## src/hw/nvmpb_pkg.sv

```systemverilog
/*
  nvmpb_pkg: constants, types and the section lookup for the
  nonvolatile section checker and shared page buffer.
  assumes a 32-bit AHB-Lite register bus and a 16 KB flash array.
*/
package nvmpb_pkg;

  // ****************************************
  // memory map
  // ****************************************
  localparam logic [15:0] FLASH_BASE   = 16'h0000;
  localparam logic [15:0] FLASH_BYTES  = 16'h4000;
  localparam logic [15:0] EE_BASE      = 16'h4000;
  localparam logic [15:0] USER_BASE    = 16'h4100;
  localparam logic [15:0] REG_CMD      = 16'h5000;
  localparam logic [15:0] REG_LOCK     = 16'h5004;
  localparam logic [15:0] REG_STAT     = 16'h5008;
  localparam logic [6:0]  FLASH_BLOCKS = 7'h40;
  localparam logic [7:0]  BOOT_END_DEF = 8'h00;
  localparam logic [7:0]  CODE_END_DEF = 8'h00;

  // ****************************************
  // register fields
  // ****************************************
  localparam int LOCK_BOOT_BIT = 0;
  localparam int LOCK_CWP_BIT  = 1;
  localparam int STAT_FB_BIT   = 0;
  localparam int STAT_EB_BIT   = 1;
  localparam int STAT_REF_BIT  = 2;
  localparam int BUF_WORDS     = 16;

  // ****************************************
  // types
  // ****************************************
  typedef enum logic [2:0] {
    CMD_NONE  = 3'h0,
    CMD_WRITE = 3'h1,
    CMD_ERASE = 3'h2,
    CMD_ERWR  = 3'h3,
    CMD_CLEAR = 3'h4,
    CMD_CHIP  = 3'h5
  } nvmpb_cmd_e;

  typedef enum logic [1:0] {
    TG_FLASH = 2'h0,
    TG_EE    = 2'h1,
    TG_USER  = 2'h2,
    TG_NONE  = 2'h3
  } nvmpb_tgt_e;

  typedef enum logic [1:0] {
    RG_BOOT = 2'h0,
    RG_CODE = 2'h1,
    RG_DATA = 2'h2
  } nvmpb_rgn_e;

  typedef enum logic [1:0] {
    ST_IDLE = 2'h0,
    ST_WAIT = 2'h1,
    ST_READ = 2'h3
  } nvmpb_st_e;

  typedef struct packed {
    logic                 req;
    nvmpb_cmd_e           cmd;
    nvmpb_tgt_e           tgt;
    logic [7:0]           page;
    logic [BUF_WORDS-1:0] mark;
  } nvmpb_arr_s;

  // section of a 256-byte flash block
  function automatic nvmpb_rgn_e nvmpb_region(input logic [5:0] blk,
                                              input logic [7:0] be,
                                              input logic [7:0] ce);
    nvmpb_rgn_e r;
    r = RG_BOOT;
    if (be == 8'h00)
      r = RG_BOOT;
    else if ({2'b00, blk} < be)
      r = RG_BOOT;
    else if (ce == 8'h00)
      r = RG_CODE;
    else if (ce <= be)
      r = RG_DATA;
    else if ({2'b00, blk} < ce)
      r = RG_CODE;
    else
      r = RG_DATA;
    return r;
  endfunction : nvmpb_region

endpackage : nvmpb_pkg

```

## src/hw/nvmpb_top.sv

```systemverilog
/*
  nvmpb_top: flash section protection, boot read lock, busy stalls
  and the shared AND-merging page buffer, as an AHB-Lite slave.
  assumes a single master, word transfers and an array that answers
  arr_rdata one cycle after arr_raddr and pulses arr_done per op.
*/
// Chosen here: the placing of the registers and register access over AHB-Lite.
`timescale 1ns/1ps
`default_nettype none

// Function
// flash operations cover whole pages only
// flash sections counted in 256-byte blocks
// boot end zero makes all flash boot
// code end zero: code to flash end
// code end not above boot: data only
// code spans boot end to code end
// out-of-range fuse uses its default
// boot writes code/data, code writes data
// data-region code may never write
// boot lock blocks boot reads and fetches
// lock set from boot, acts outside boot
// code write protect freezes code region
// eeprom touches only marked buffer words
// user page kept across chip erase
// debug port writes user page when locked
// array access during operation waits
// one buffer, one target at once
// store address low bits pick buffer word
// buffer word ANDs new with old
// buffer refills ones on reset/op/clear/wake
// controller checks busy flags before use
// refused write changes nothing
module nvmpb_top
  import nvmpb_pkg::*;
(
  input  wire logic        hclk,
  input  wire logic        hresetn,
  input  wire logic        hsel,
  input  wire logic [31:0] haddr,
  input  wire logic [1:0]  htrans,
  input  wire logic        hwrite,
  input  wire logic [2:0]  hsize,
  input  wire logic [3:0]  hprot,
  input  wire logic [31:0] hwdata,
  input  wire logic        hready,
  output logic             hreadyout,
  output logic             hresp,
  output logic [31:0]      hrdata,
  input  wire logic        debug_port,
  input  wire logic        dev_locked,
  input  wire logic        sleep_wake,
  input  wire logic [7:0]  boot_end_fuse,
  input  wire logic [7:0]  code_end_fuse,
  output logic [15:0]      arr_raddr,
  input  wire logic [31:0] arr_rdata,
  output nvmpb_arr_s       arr_ctl,
  output logic [511:0]     arr_buf,
  input  wire logic        arr_done
);

  // ****************************************
  // state
  // ****************************************
  nvmpb_st_e            state;
  logic [15:0]          a_addr;
  logic                 a_wr;
  logic                 a_fetch;
  logic                 a_dbg;
  logic                 a_hi;
  nvmpb_rgn_e           exec_rgn;
  logic                 boot_read_lock;
  logic                 code_region_write_protect;
  logic                 flash_busy_flag;
  logic                 eeprom_busy_flag;
  logic                 refused;
  nvmpb_tgt_e           buf_tgt;
  logic [7:0]           buf_page;
  logic [31:0]          pbuf [BUF_WORDS];
  logic [BUF_WORDS-1:0] mark;

  // ****************************************
  // decode
  // ****************************************
  wire logic       take     = hsel && htrans[1] && hready;
  wire logic       in_flash = a_hi && (a_addr < FLASH_BYTES);
  wire logic       in_ee    = a_hi && (a_addr[15:8] == EE_BASE[15:8]);
  wire logic       in_user  = a_hi && (a_addr[15:5] == USER_BASE[15:5]);
  wire logic       hit_cmd  = a_hi && (a_addr == REG_CMD);
  wire logic       hit_lock = a_hi && (a_addr == REG_LOCK);
  wire logic       hit_stat = a_hi && (a_addr == REG_STAT);
  wire nvmpb_tgt_e a_tgt    = in_flash ? TG_FLASH : in_ee ? TG_EE :
                              in_user ? TG_USER : TG_NONE;
  wire logic [3:0] a_idx    = a_addr[5:2];
  wire logic [7:0] a_page   = (a_tgt == TG_FLASH) ? a_addr[13:6] :
                              (a_tgt == TG_EE) ? {6'h00, a_addr[7:6]} : 8'h00;

  // fuses beyond the array fall back to defaults
  wire logic [7:0] eff_boot = (boot_end_fuse > {1'b0, FLASH_BLOCKS}) ?
                              BOOT_END_DEF : boot_end_fuse;
  wire logic [7:0] eff_code = (code_end_fuse > {1'b0, FLASH_BLOCKS}) ?
                              CODE_END_DEF : code_end_fuse;
  // section of the addressed block
  wire nvmpb_rgn_e a_rgn    = nvmpb_region(a_addr[13:8], eff_boot, eff_code);
  wire nvmpb_rgn_e buf_rgn  = nvmpb_region(buf_page[7:2], eff_boot, eff_code);

  // ****************************************
  // protection
  // ****************************************
  wire logic cpu_data  = !a_dbg && (exec_rgn == RG_DATA);
  wire logic sect_ok   = (exec_rgn == RG_BOOT && a_rgn != RG_BOOT) ||
                         (exec_rgn == RG_CODE && a_rgn == RG_DATA);
  wire logic cwp_hit   = code_region_write_protect && a_rgn == RG_CODE;
  wire logic path_ok   = a_dbg ? (!dev_locked || a_tgt == TG_USER) :
                         !cpu_data && (a_tgt != TG_FLASH || sect_ok);
  wire logic same_tgt  = (buf_tgt == TG_NONE) || (buf_tgt == a_tgt);
  wire logic wr_ok     = path_ok && same_tgt &&
                         !(a_tgt == TG_FLASH && cwp_hit);
  wire logic rd_block  = boot_read_lock && in_flash && a_rgn == RG_BOOT &&
                         exec_rgn != RG_BOOT;

  // ****************************************
  // commands
  // ****************************************
  wire logic [2:0] cmd_code = hwdata[2:0];
  wire logic is_page_op  = cmd_code == CMD_WRITE || cmd_code == CMD_ERASE ||
                           cmd_code == CMD_ERWR;
  wire logic buf_cwp     = code_region_write_protect &&
                           buf_tgt == TG_FLASH && buf_rgn == RG_CODE;
  wire logic cmd_ok      = !cpu_data && (
                           (is_page_op && buf_tgt != TG_NONE && !buf_cwp) ||
                           (cmd_code == CMD_CLEAR) ||
                           (cmd_code == CMD_CHIP && a_dbg));

  // ****************************************
  // data phase actions
  // ****************************************
  wire logic busy     = flash_busy_flag || eeprom_busy_flag;
  wire logic stall    = busy && (a_tgt != TG_NONE || hit_cmd);
  wire logic acc_go   = (state == ST_WAIT) && !stall;
  wire logic mem_wr   = acc_go && a_wr && a_tgt != TG_NONE;
  wire logic store_en = mem_wr && wr_ok;
  wire logic st_ref   = mem_wr && !wr_ok;
  wire logic cmd_wr   = acc_go && a_wr && hit_cmd;
  wire logic go_op    = cmd_wr && cmd_ok && cmd_code != CMD_CLEAR;
  wire logic clr_cmd  = cmd_wr && cmd_ok && cmd_code == CMD_CLEAR;
  wire logic cmd_ref  = cmd_wr && !cmd_ok;
  wire logic fill     = arr_done || clr_cmd || sleep_wake;
  wire logic lock_wr  = acc_go && a_wr && hit_lock;
  wire logic stat_wr  = acc_go && a_wr && hit_stat;
  wire logic rd_mem   = acc_go && !a_wr && a_tgt != TG_NONE;
  wire logic rd_reg   = acc_go && !a_wr && a_tgt == TG_NONE;
  wire logic [31:0] reg_rd = hit_stat ? {29'h0, refused, eeprom_busy_flag,
                                         flash_busy_flag} :
                             hit_lock ? {30'h0, code_region_write_protect,
                                         boot_read_lock} : 32'h0;
  wire logic [31:0] pbuf_sel = pbuf[a_idx];

  // ****************************************
  // bus state machine
  // ****************************************
  nvmpb_st_e next_state;
  always_comb begin
    case (state)
      ST_IDLE: next_state = take ? ST_WAIT : ST_IDLE;
      ST_WAIT: next_state = !acc_go ? ST_WAIT : rd_mem ? ST_READ : ST_IDLE;
      ST_READ: next_state = ST_IDLE;
      default: next_state = ST_IDLE;
    endcase
  end

  always_ff @(posedge hclk or negedge hresetn) begin
    if (!hresetn) begin
      state     <= ST_IDLE;
      hreadyout <= 1'b1;
      hresp     <= 1'b0;
    end else begin
      state     <= next_state;
      hreadyout <= (next_state == ST_IDLE);
      hresp     <= 1'b0;
    end
  end

  always_ff @(posedge hclk or negedge hresetn) begin
    if (!hresetn) begin
      a_addr  <= 16'h0;
      a_wr    <= 1'b0;
      a_fetch <= 1'b0;
      a_dbg   <= 1'b0;
      a_hi    <= 1'b0;
    end else if (state == ST_IDLE && take) begin
      a_addr  <= {haddr[15:2], 2'b00};
      a_wr    <= hwrite;
      a_fetch <= !hprot[0];
      a_dbg   <= debug_port;
      a_hi    <= haddr[31:16] == 16'h0;
    end
  end

  always_ff @(posedge hclk or negedge hresetn) begin
    if (!hresetn) begin
      hrdata    <= 32'h0;
      arr_raddr <= 16'h0;
    end else if (rd_mem) begin
      arr_raddr <= a_addr;
    end else if (rd_reg) begin
      hrdata <= reg_rd;
    end else if (state == ST_READ) begin
      hrdata <= rd_block ? 32'h0 : arr_rdata;
    end
  end

  // track the section the processor executes from
  always_ff @(posedge hclk or negedge hresetn) begin
    if (!hresetn)
      exec_rgn <= RG_BOOT;
    else if (state == ST_READ && a_fetch && in_flash && !a_dbg && !rd_block)
      exec_rgn <= a_rgn;
  end

  // ****************************************
  // control and status
  // ****************************************
  always_ff @(posedge hclk or negedge hresetn) begin
    if (!hresetn) begin
      boot_read_lock            <= 1'b0;
      code_region_write_protect <= 1'b0;
    end else if (lock_wr) begin
      if (hwdata[LOCK_BOOT_BIT] && !a_dbg && exec_rgn == RG_BOOT)
        boot_read_lock <= 1'b1;
      if (hwdata[LOCK_CWP_BIT])
        code_region_write_protect <= 1'b1;
    end
  end

  always_ff @(posedge hclk or negedge hresetn) begin
    if (!hresetn)
      refused <= 1'b0;
    else if (st_ref || cmd_ref)
      refused <= 1'b1;
    else if (stat_wr && hwdata[STAT_REF_BIT])
      refused <= 1'b0;
  end

  always_ff @(posedge hclk or negedge hresetn) begin
    if (!hresetn) begin
      flash_busy_flag  <= 1'b0;
      eeprom_busy_flag <= 1'b0;
    end else if (go_op) begin
      flash_busy_flag  <= buf_tgt == TG_FLASH || cmd_code == CMD_CHIP;
      eeprom_busy_flag <= buf_tgt != TG_FLASH || cmd_code == CMD_CHIP;
    end else if (arr_done) begin
      flash_busy_flag  <= 1'b0;
      eeprom_busy_flag <= 1'b0;
    end
  end

  // one-cycle command to the arrays
  always_ff @(posedge hclk or negedge hresetn) begin
    if (!hresetn) begin
      arr_ctl <= '{req: 1'b0, cmd: CMD_NONE, tgt: TG_NONE, page: 8'h00,
                   mark: '0};
    end else if (go_op) begin
      arr_ctl.req  <= 1'b1;
      arr_ctl.cmd  <= nvmpb_cmd_e'(cmd_code);
      // chip erase leaves the user page alone
      arr_ctl.tgt  <= (cmd_code == CMD_CHIP) ? TG_NONE : buf_tgt;
      arr_ctl.page <= buf_page;
      // flash takes whole pages, eeprom only marked words
      arr_ctl.mark <= (buf_tgt == TG_FLASH) ? '1 : mark;
    end else begin
      arr_ctl.req <= 1'b0;
    end
  end

  // ****************************************
  // page buffer
  // ****************************************
  always_ff @(posedge hclk or negedge hresetn) begin
    if (!hresetn) begin
      buf_tgt  <= TG_NONE;
      buf_page <= 8'h00;
    end else if (fill) begin
      buf_tgt  <= TG_NONE;
    end else if (store_en) begin
      buf_tgt  <= a_tgt;
      buf_page <= a_page;
    end
  end

  genvar gi;
  generate
    for (gi = 0; gi < BUF_WORDS; gi++) begin : g_buf
      always_ff @(posedge hclk or negedge hresetn) begin
        if (!hresetn) begin
          pbuf[gi] <= '1;
          mark[gi] <= 1'b0;
        end else if (fill) begin
          pbuf[gi] <= '1;
          mark[gi] <= 1'b0;
        end else if (store_en && a_idx == 4'(gi)) begin
          pbuf[gi] <= pbuf[gi] & hwdata;
          mark[gi] <= 1'b1;
        end
      end
      assign arr_buf[gi*32 +: 32] = pbuf[gi];
    end
  endgenerate

  // ****************************************
  // checks
  // ****************************************
  chk_busy_stalls: assert property (
    @(posedge hclk) disable iff (!hresetn)
    (state == ST_WAIT && busy && a_tgt != TG_NONE) |=> !hreadyout)
    else $error("array access not stalled while busy");

  chk_done_refill: assert property (
    @(posedge hclk) disable iff (!hresetn)
    arr_done |=> (mark == '0 && pbuf[0] == '1 && buf_tgt == TG_NONE))
    else $error("page buffer not refilled after operation");

  chk_and_merge: assert property (
    @(posedge hclk) disable iff (!hresetn)
    (store_en && !fill) |=> pbuf[$past(a_idx)] ==
                            ($past(pbuf_sel) & $past(hwdata)))
    else $error("page buffer did not merge by and");

  chk_data_nowrite: assert property (
    @(posedge hclk) disable iff (!hresetn)
    (mem_wr && cpu_data) |=> refused && $stable(mark))
    else $error("write from data section accepted");

  chk_cwp_blocks: assert property (
    @(posedge hclk) disable iff (!hresetn)
    (mem_wr && a_tgt == TG_FLASH && cwp_hit && !fill) |=> $stable(mark))
    else $error("code section modified under write protect");

  chk_lock_read: assert property (
    @(posedge hclk) disable iff (!hresetn)
    (state == ST_READ && rd_block) |=> (hrdata == 32'h0 && hreadyout))
    else $error("locked boot section readable");

  chk_boot_all: assert property (
    @(posedge hclk) disable iff (!hresetn)
    (eff_boot == 8'h00 && in_flash) |-> a_rgn == RG_BOOT)
    else $error("zero boot end did not make all flash boot");

  chk_single_op: assert property (
    @(posedge hclk) disable iff (!hresetn)
    arr_ctl.req |-> !$past(busy) && (flash_busy_flag || eeprom_busy_flag))
    else $error("operation started while another ran");

  chk_full_page: assert property (
    @(posedge hclk) disable iff (!hresetn)
    (arr_ctl.req && arr_ctl.tgt == TG_FLASH) |-> arr_ctl.mark == '1)
    else $error("partial flash page operation");

  chk_refuse_keep: assert property (
    @(posedge hclk) disable iff (!hresetn)
    (st_ref && !fill) |=> $stable(mark) && $stable(buf_tgt))
    else $error("refused write changed the page buffer");

  cov_flash_write: cover property (
    @(posedge hclk) disable iff (!hresetn)
    arr_ctl.req && arr_ctl.tgt == TG_FLASH);
  cov_ee_partial: cover property (
    @(posedge hclk) disable iff (!hresetn)
    arr_ctl.req && arr_ctl.tgt == TG_EE && arr_ctl.mark != '1);
  cov_busy_wait: cover property (
    @(posedge hclk) disable iff (!hresetn)
    state == ST_WAIT && stall ##1 state == ST_WAIT);
  cov_locked_read: cover property (
    @(posedge hclk) disable iff (!hresetn)
    state == ST_READ && rd_block);

endmodule : nvmpb_top

`default_nettype wire

```

## config.mk

```make
export PLATFORM = sky130hd
export DESIGN_NAME = nvmpb_top
export DESIGN_NICKNAME = d
export VERILOG_FILES = /design/src/hw/nvmpb_pkg.sv /design/src/hw/nvmpb_top.sv
export SDC_FILE = /design/constraint.sdc
export NUM_CORES = 1
export LEC_CHECK = 0
export BUFFER_PORTS_ARGS = -buffer_cell sky130_fd_sc_hd__buf_4
export CAP_MARGIN = 25
export CORE_MARGIN = 2
export CORE_UTILIZATION = 30
export DETAILED_ROUTE_END_ITERATION = 12
export GPL_TIMING_DRIVEN = 0
export REMOVE_ABC_BUFFERS = 1
export SLEW_MARGIN = 20
export SYNTH_ARGS = -nofsm -noshare
export SYNTH_HDL_FRONTEND = slang
export SYNTH_SLANG_ARGS = --single-unit
```

## constraint.sdc

```tcl
create_clock -name hclk -period 3.7 [get_ports hclk]
set_input_delay 0.185 -clock hclk [delete_from_list [all_inputs] [get_ports hclk]]
set_output_delay 0.185 -clock hclk [all_outputs]
set_load 0.02 [all_outputs]
```

== Word-level counts from Yosys, hierarchy flattened ==
Cells that the tools add are included.
W data, S select, Z words.

* Equality and inequality tests: 40
* Muxes and demuxes: 101
* Order comparisons: 8
* Bitwise logic cells: 18
* Reduce and logical (&&, ||, !) cells: 129

{| class="wikitable"
|+ Operators by type and width
! operator !! number
|-
| $mux W32 || 35
|-
| $and A32 B32 Y32 || 16
|-
| $logic_and A1 B1 Y1 || 65
|-
| $reduce_bool A2 Y1 || 24
|-
| $eq A14 B13 Y1 const B || 3
|-
| $mux W1 || 41
|-
| $mux W2 || 19
|-
| $eq A4 B4 Y1 const B || 8
|-
| $lt A6 B8 Y1 || 4
|-
| $mux W8 || 3
|-
| $eq A4 B3 Y1 const B || 4
|-
| $gt A8 B7 Y1 const B || 2
|-
| $logic_not A16 Y1 || 1
|-
| $logic_not A8 Y1 || 2
|-
| $lt A16 B15 Y1 const B || 1
|-
| $mux W16 || 1
|-
| $logic_or A1 B1 Y1 || 15
|-
| $eq A2 B2 Y1 const B || 6
|-
| $logic_not A2 Y1 || 6
|-
| $eq A11 B10 Y1 const B || 1
|-
| $logic_not A1 Y1 || 11
|-
| $eq A2 B1 Y1 const B || 5
|-
| $eq A4 B2 Y1 const B || 2
|-
| $eq A8 B7 Y1 const B || 1
|-
| other kinds (13) || 20
|}

* Output and inout port bits: 592
* Input bits: 130
* Bits in registers: 642

== Depth between registers and ports, before layout ==
* Depth in word-level cells: 21
* Depth in mapped cells: 15
* Depth with buffers taken out: 12

== Worst setup path after synthesis ==
No wires, ideal clock.

* Path type: input -> register
* From: in code_end_fuse[0]
* To: reg buf_page[0]
* Stages: 13
* Slack: 550 ps
* Arrival: 3,015 ps
* Path through: or4_4 -> nor4_4 -> ha_1 -> nand4_1 -> nor2_1 -> a211oi_1 -> o22a_1 -> mux2i_4 -> buf_12 -> o2111ai_2 -> buf_2 -> nand2_1 -> o21ai_0

* Cells in the longest elaborated chain, start to end: 21

{| class="wikitable"
|+ Ends and longest elaborated chain
! item !! line !! source
|-
| start: declaration || nvmpb_top.sv:54 || <nowiki>input wire logic [7:0] code_end_fuse,</nowiki>
|-
| $gt A8 B7 Y1 || nvmpb_top.sv:101 || <nowiki>wire logic [7:0] eff_code = (code_end_fuse > {1'b0, FLASH_BLOCKS}) ?</nowiki>
|-
| $mux W8 * || nvmpb_top.sv:101 ||
|-
| $lt A6 B8 Y1 || nvmpb_pkg.sv:85 || <nowiki>else if ({2'b00, blk} < ce)</nowiki>
|-
| $mux W2 || nvmpb_pkg.sv:85 ||
|-
| $mux W2 || nvmpb_pkg.sv:83 || <nowiki>else if (ce <= be)</nowiki>
|-
| $mux W2 || nvmpb_pkg.sv:81 || <nowiki>else if (ce == 8'h00)</nowiki>
|-
| $mux W2 || nvmpb_pkg.sv:79 || <nowiki>else if ({2'b00, blk} < be)</nowiki>
|-
| $mux W2 || nvmpb_pkg.sv:77 || <nowiki>if (be == 8'h00)</nowiki>
|-
| [3 not listed] || - ||
|-
| $logic_and A1 B1 Y1 || nvmpb_top.sv:131 || <nowiki>(is_page_op && buf_tgt != TG_NONE && !buf_cwp) ||</nowiki>
|-
| $logic_or A1 B1 Y1 || nvmpb_top.sv:131 ||
|-
| $logic_or A1 B1 Y1 || nvmpb_top.sv:132 || <nowiki>(cmd_code == CMD_CLEAR) ||</nowiki>
|-
| $logic_and A1 B1 Y1 || nvmpb_top.sv:130 || <nowiki>wire logic cmd_ok = !cpu_data && (</nowiki>
|-
| $logic_and A1 B1 Y1 (2 in a row) || nvmpb_top.sv:146 || <nowiki>wire logic clr_cmd = cmd_wr && cmd_ok && cmd_code == CMD_CLEAR;</nowiki>
|-
| $logic_or A1 B1 Y1 (2 in a row) || nvmpb_top.sv:148 || <nowiki>wire logic fill = arr_done || clr_cmd || sleep_wake;</nowiki>
|-
| $not A1 Y1 (no source line) || - ||
|-
| $reduce_and A2 Y1 (no source line) * || - ||
|-
| end signal: assignment || nvmpb_top.sv:287 || <nowiki>buf_page <= a_page;</nowiki>
|-
| end: declaration || nvmpb_top.sv:78 || <nowiki>logic [7:0] buf_page;</nowiki>
|}

Mark *: on every way between the ends. The rest lies on a longest branch, timed or not.
A chain may end at the register's enable or synchronous reset.

== Worst setup path after layout ==
* From: reg a_addr[9]
* To: reg pbuf (netlist bit arr_buf[420])

* Cells in the longest elaborated chain, start to end: 17

{| class="wikitable"
|+ Ends and longest elaborated chain
! item !! line !! source
|-
| start: declaration || nvmpb_top.sv:66 || <nowiki>logic [15:0] a_addr;</nowiki>
|-
| start signal: assignment || nvmpb_top.sv:192 || <nowiki>a_addr <= {haddr[15:2], 2'b00};</nowiki>
|-
| $lt A6 B8 Y1 / $eq A11 B10 Y1 (equally long branches) || nvmpb_pkg.sv:85, nvmpb_top.sv:88 ||
|-
| $mux W2 / $logic_and A1 B1 Y1 (equally long branches) || nvmpb_pkg.sv:85, nvmpb_top.sv:88 ||
|-
| $mux W2 / $mux W1 (equally long branches) || nvmpb_pkg.sv:83, nvmpb_top.sv:93 ||
|-
| $mux W2 (on tied branches) || nvmpb_pkg.sv:81, nvmpb_top.sv:92 ||
|-
| $mux W2 (on tied branches) || nvmpb_pkg.sv:79, nvmpb_top.sv:92 ||
|-
| $mux W2 / $ne A2 B2 Y1 (equally long branches) || nvmpb_pkg.sv:77, nvmpb_top.sv:139, nvmpb_top.sv:141 ||
|-
| $eq A2 B2 Y1 (tied with other cells) || nvmpb_top.sv:112 || <nowiki>(exec_rgn == RG_CODE && a_rgn == RG_DATA);</nowiki>
|-
| $logic_and A1 B1 Y1 (on tied branches) || nvmpb_top.sv:112, nvmpb_top.sv:111, nvmpb_top.sv:139 ||
|-
| $logic_or A1 B1 Y1 / $logic_not A1 Y1 (equally long branches) || nvmpb_top.sv:111, nvmpb_top.sv:140 ||
|-
| $logic_or A1 B1 Y1 / $logic_and A1 B1 Y1 (equally long branches) || nvmpb_top.sv:115, nvmpb_top.sv:140 ||
|-
| $logic_and A1 B1 Y1 (on tied branches) || nvmpb_top.sv:115, nvmpb_top.sv:141, nvmpb_top.sv:144 ||
|-
| $mux W1 / $logic_and A1 B1 Y1 (equally long branches) || nvmpb_top.sv:114, nvmpb_top.sv:144 ||
|-
| $logic_and A1 B1 Y1 (on tied branches) (2 in a row) || nvmpb_top.sv:117, nvmpb_top.sv:146 ||
|-
| $logic_and A1 B1 Y1 / $logic_or A1 B1 Y1 (equally long branches) || nvmpb_top.sv:142, nvmpb_top.sv:148 ||
|-
| $logic_and A1 B1 Y1 / $logic_or A1 B1 Y1 (equally long branches) || nvmpb_top.sv:301, nvmpb_top.sv:148 ||
|-
| $reduce_bool A2 Y1 (no source line) / $mux W32 (equally long branches) || - ||
|-
| end signal: indexed assignment || nvmpb_top.sv:302 || <nowiki>pbuf[gi] <= pbuf[gi] & hwdata;</nowiki>
|-
| end: declaration || nvmpb_top.sv:79 || <nowiki>logic [31:0] pbuf [BUF_WORDS];</nowiki>
|}

Several ways; a longest one is shown, not always the timed one.

==> run summary <==
### Setup path
* flip-flop — Setup crit start kind
* a_addr[9] — Reg-to-Reg Start
* sky130_fd_sc_hd__or4b_4 — Slowest cell on crit path
* 0.59 ns — crit-path max cell delay
* 15 — crit-path max FO
* simple AND/OR/NAND/NOR gates — kind of cell with the highest combined delay on the critical path
* flip-flop — kind of end point of the critical path
* sky130_fd_sc_hd__buf_16 — most frequent CP cell
* 4.26 ns — Worst EP required
* 0.11 ns — worst-case register-to-register setup slack
* 13 — FF-to-FF path depth
* 8 — count of buffer and inverter cells on the critical path
* reg -> reg — critical path start-end classification
* arr_buf[420] — r2r endpoint
* 4.15 ns — endpoint arrival time on the critical path
* or4b_4, or4bb_4, nor4_4, a21oi_4, clkbuf_16, buf_16, buf_16, buf_16, buf_16, buf_16, buf_4, bufbuf_16, nand2_1 — cell breakdown of the critical path

### Routing
* 21263 — total vias in the final route
* 0 — post-detailed-route DRC marker count
* 22.7 µm — routed length per placed instance
* 1387 — initial detailed-routing violation count
* 0 — number of nets still failing antenna checks after routing
* 4.94 — via/cell ratio
* 5 — router iterations before antenna repair
* 97700 µm — wirelength, routed

### STA
* 0.751 ns — Least-Margin Pin Slew
* 0 — Hold Violations, Final
* 49.7% — headroom to the max-slew limit
* 3.59 ns — shortest period the worst path allows
* 0 — setup-violating endpoint count in the final report
* 279 MHz — highest clock rate
* 0 — Final Max Tran Viols
* yes — setup repair after global routing missed its margin
* 0.116 ns — Hold Worst Slack
* 0.0403 ns — skew final
* 97.0% — period utilisation layout
* 0.110 ns — fin worst setup slack

### Synth
* compound AO/OA/AOI/OAI gates — combinational family with the most area after synthesis
* 1.39% — adder and majority cell fraction of the synthesized area
* sky130_fd_sc_hd__dfstp_2 — most used flip-flop cell after synthesis
* 0 — count of yosys warnings during synthesis
* 2321 — synthesized instance count
* 66.2% — sequential share of the synthesized area
* 15.2% — compound-gate portion of the synthesized area
* 76 — number of different library cells in the post-synthesis netlist
* 12.6% — basic-gate share of the synthesized area counting and, or, nand and nor cells
* 0 — number of enable flip-flop cells after synthesis
* 1.03% — mux share of post-synthesis cell area
* 25200 µm² — Netlist Area Pre-Place
* 100% — Async S/R FF share, synth
* 10.9 µm² — average instance area after synthesis
* 642 — flops & latches, synth
* 0% — xor and xnor area share after synthesis

### Placed design
* 709 — number of input and output port buffers inserted
* 4012 — Post-Place Cells
* -1.56 ns — dpl ws
* 0.850 — global placement routability congestion
* 66200 µm — detailed placement HPWL

### Hold path
* htrans[1] — beginning of the worst hold path
* a_addr[6] — hold path endpoint
* 4 — depth of the worst hold-timing path
* in -> reg — path category of the worst min-delay check

### Floorplanning
* 86500 µm² — total die area
* 30.3% — initial core utilization
* 106 — number of standard-cell rows in the floorplan
* 83400 µm² — floorplan core area
* 294 µm — die boundary width
* 294 µm — floorplan die height
* 722 — Top Ports

### Clock network
* 642 — clock net sink count
* 3 — CTS H-tree lvls
* 3 — maximum clock insertion buffer count
* 75 — TritonCTS Buffers
* sky130_fd_sc_hd__clkbuf_16 — cell at the root of the clock tree
* 0.63 ns — worst skew pair latency
* 0.06 ns — clock-pin slew on the worst setup and hold paths
* done — clock tree from TritonCTS

### Pwr
* 16.0 mW — overall power of the completed layout
* 0.000331 V — peak supply drop
* 425 nW/µm² — power per unit of standard cell area
* 15.4 nW — cell leakage power

### Status
* finished clean — run status

### GRT
* 100 — pin count of the biggest net entering global routing
* 4 — antenna violations before repair
* 21493 — vias in the first global route
* 0 — total congestion overflow after global routing
* 21.9% — total global routing track utilization
* 143000 µm — wire length of the first global-routing pass

### Layout
* 48.9% — synth-to-layout area growth
* sky130_fd_sc_hd__buf_4, sky130_fd_sc_hd__nand2_1, sky130_fd_sc_hd__dfstp_2 — most used cells in the layout excluding fill and tap cells
* 4300 — final cell count without fillers
* 3318 — number of nets in the finished design
* 49.0% — fraction of layout instances using a drive strength above 1
* sky130_fd_sc_hd__buf_4 — commonest non-fill, non-tap cell in the layout

### Job
* 0 — number of maximum-capacitance violations

## logic make-up after synthesis
group / count (synthesis)
other: 2
AOI/OAI and AO/OA: 673
adders and majority gates: 28
muxes: 22
buffers and inverters: 200
and+or+nand+nor: 754
DFF: 642
## report_power, final
part	internal, mW	switching [mW]	total [mW]
Sequential	7.12	0.0868	7.20
Combinational	0.474	0.679	1.15
Clock	4.49	3.12	7.61
## per-layer routing
layer	track usage, %	vias to the layer above	routed length (µm)
li1	-	9516	-
met1	27.2	10800	39200
met2	36.4	783	47800
met3	5.91	162	7710
met4	7.86	2	2920
met5	0	-	20
## per-stage QoR
stage	util (%)	area [µm²]	TNS [ns]
after CTS	44.5	37100	0
after detailed placement	39.8	33200	-414.00
final	45.1	37600	0
after floorplan	-	24500	-8361.75
after global routing	45.1	37600	-0.0216
after global placement	37.3	31100	-
## synth_stat cells, types with 8 or more instances
master                      instances  share of area, %
sky130_fd_sc_hd__o2111ai_1          8              0.28
sky130_fd_sc_hd__dfstp_2          517                54
sky130_fd_sc_hd__nand2b_1           8              0.20
sky130_fd_sc_hd__clkbuf_1          91               1.4
sky130_fd_sc_hd__nand2_1          603               9.0
sky130_fd_sc_hd__a21oi_1           46              0.91
sky130_fd_sc_hd__dfrtp_1          125                12
sky130_fd_sc_hd__inv_1             27              0.40
sky130_fd_sc_hd__ha_1              28               1.4
sky130_fd_sc_hd__mux2_2            21              0.94
sky130_fd_sc_hd__a22o_1            32               1.1
sky130_fd_sc_hd__o2111ai_4          8              0.83
sky130_fd_sc_hd__buf_2             65               1.3
sky130_fd_sc_hd__nor3_1            17              0.34
sky130_fd_sc_hd__o21ai_0          465               9.2
sky130_fd_sc_hd__o21ai_1           69               1.4
sky130_fd_sc_hd__nor2_1            57              0.85
## state kept, by name, summed over array words and instances, names as in the netlist, 2 cells and up
name,cells
arr_buf,512
hrdata,32
arr_ctl,30
mark,16
a_addr,14
arr_raddr,14
buf_page,8
buf_tgt,2
exec_rgn,2
state,2
## layout make-up
type	instances	area, µm²
repair buffers	931	8860
fillers	7745	45800
flip-flops and latches	642	16700
clock buffers	105	2130
diodes	3	7.51
multi-input cells	1482	7990
clock inverters	29	425
inverters	28	105
well taps	1080	1350
## worst max path at each step
stage | cells after the start | slack (ns) | start | end
after detailed placement | 22 | -1.56 | code_end_fuse[6] | arr_buf[303]
after CTS | 17 | 0.02 | buf_page[5] | arr_buf[211]
after floorplan | 11 | -16.92 | code_end_fuse[0] | buf_tgt[0]
final | 13 | 0.11 | a_addr[9] | arr_buf[420]
after global routing | 11 | -0.009 | a_addr[10] | arr_buf[344]
after global placement | 8 | -30.79 | buf_tgt[1] | buf_tgt[1]
## worst reg2reg max path, delay by kind of cell, from the launching register on
kind	cells	cell delay, ns
buffers and inverters	8	1.33
DFF	1	0.43
and+or+nand+nor	4	1.63
AOI/OAI and AO/OA	1	0.13
## repair_timing
item / CTS / global route
hold buffers: 86 / 0
cloned: 9 / 4
resized for setup: 17 / 16
pin swaps: 10 / 17
buffers inserted: 19 / 32
endpoints found under the setup margin: 499 / 259
endpoints found under the hold margin: 641 / 0
No activity file was read; power rests on OpenSTA's default activity.
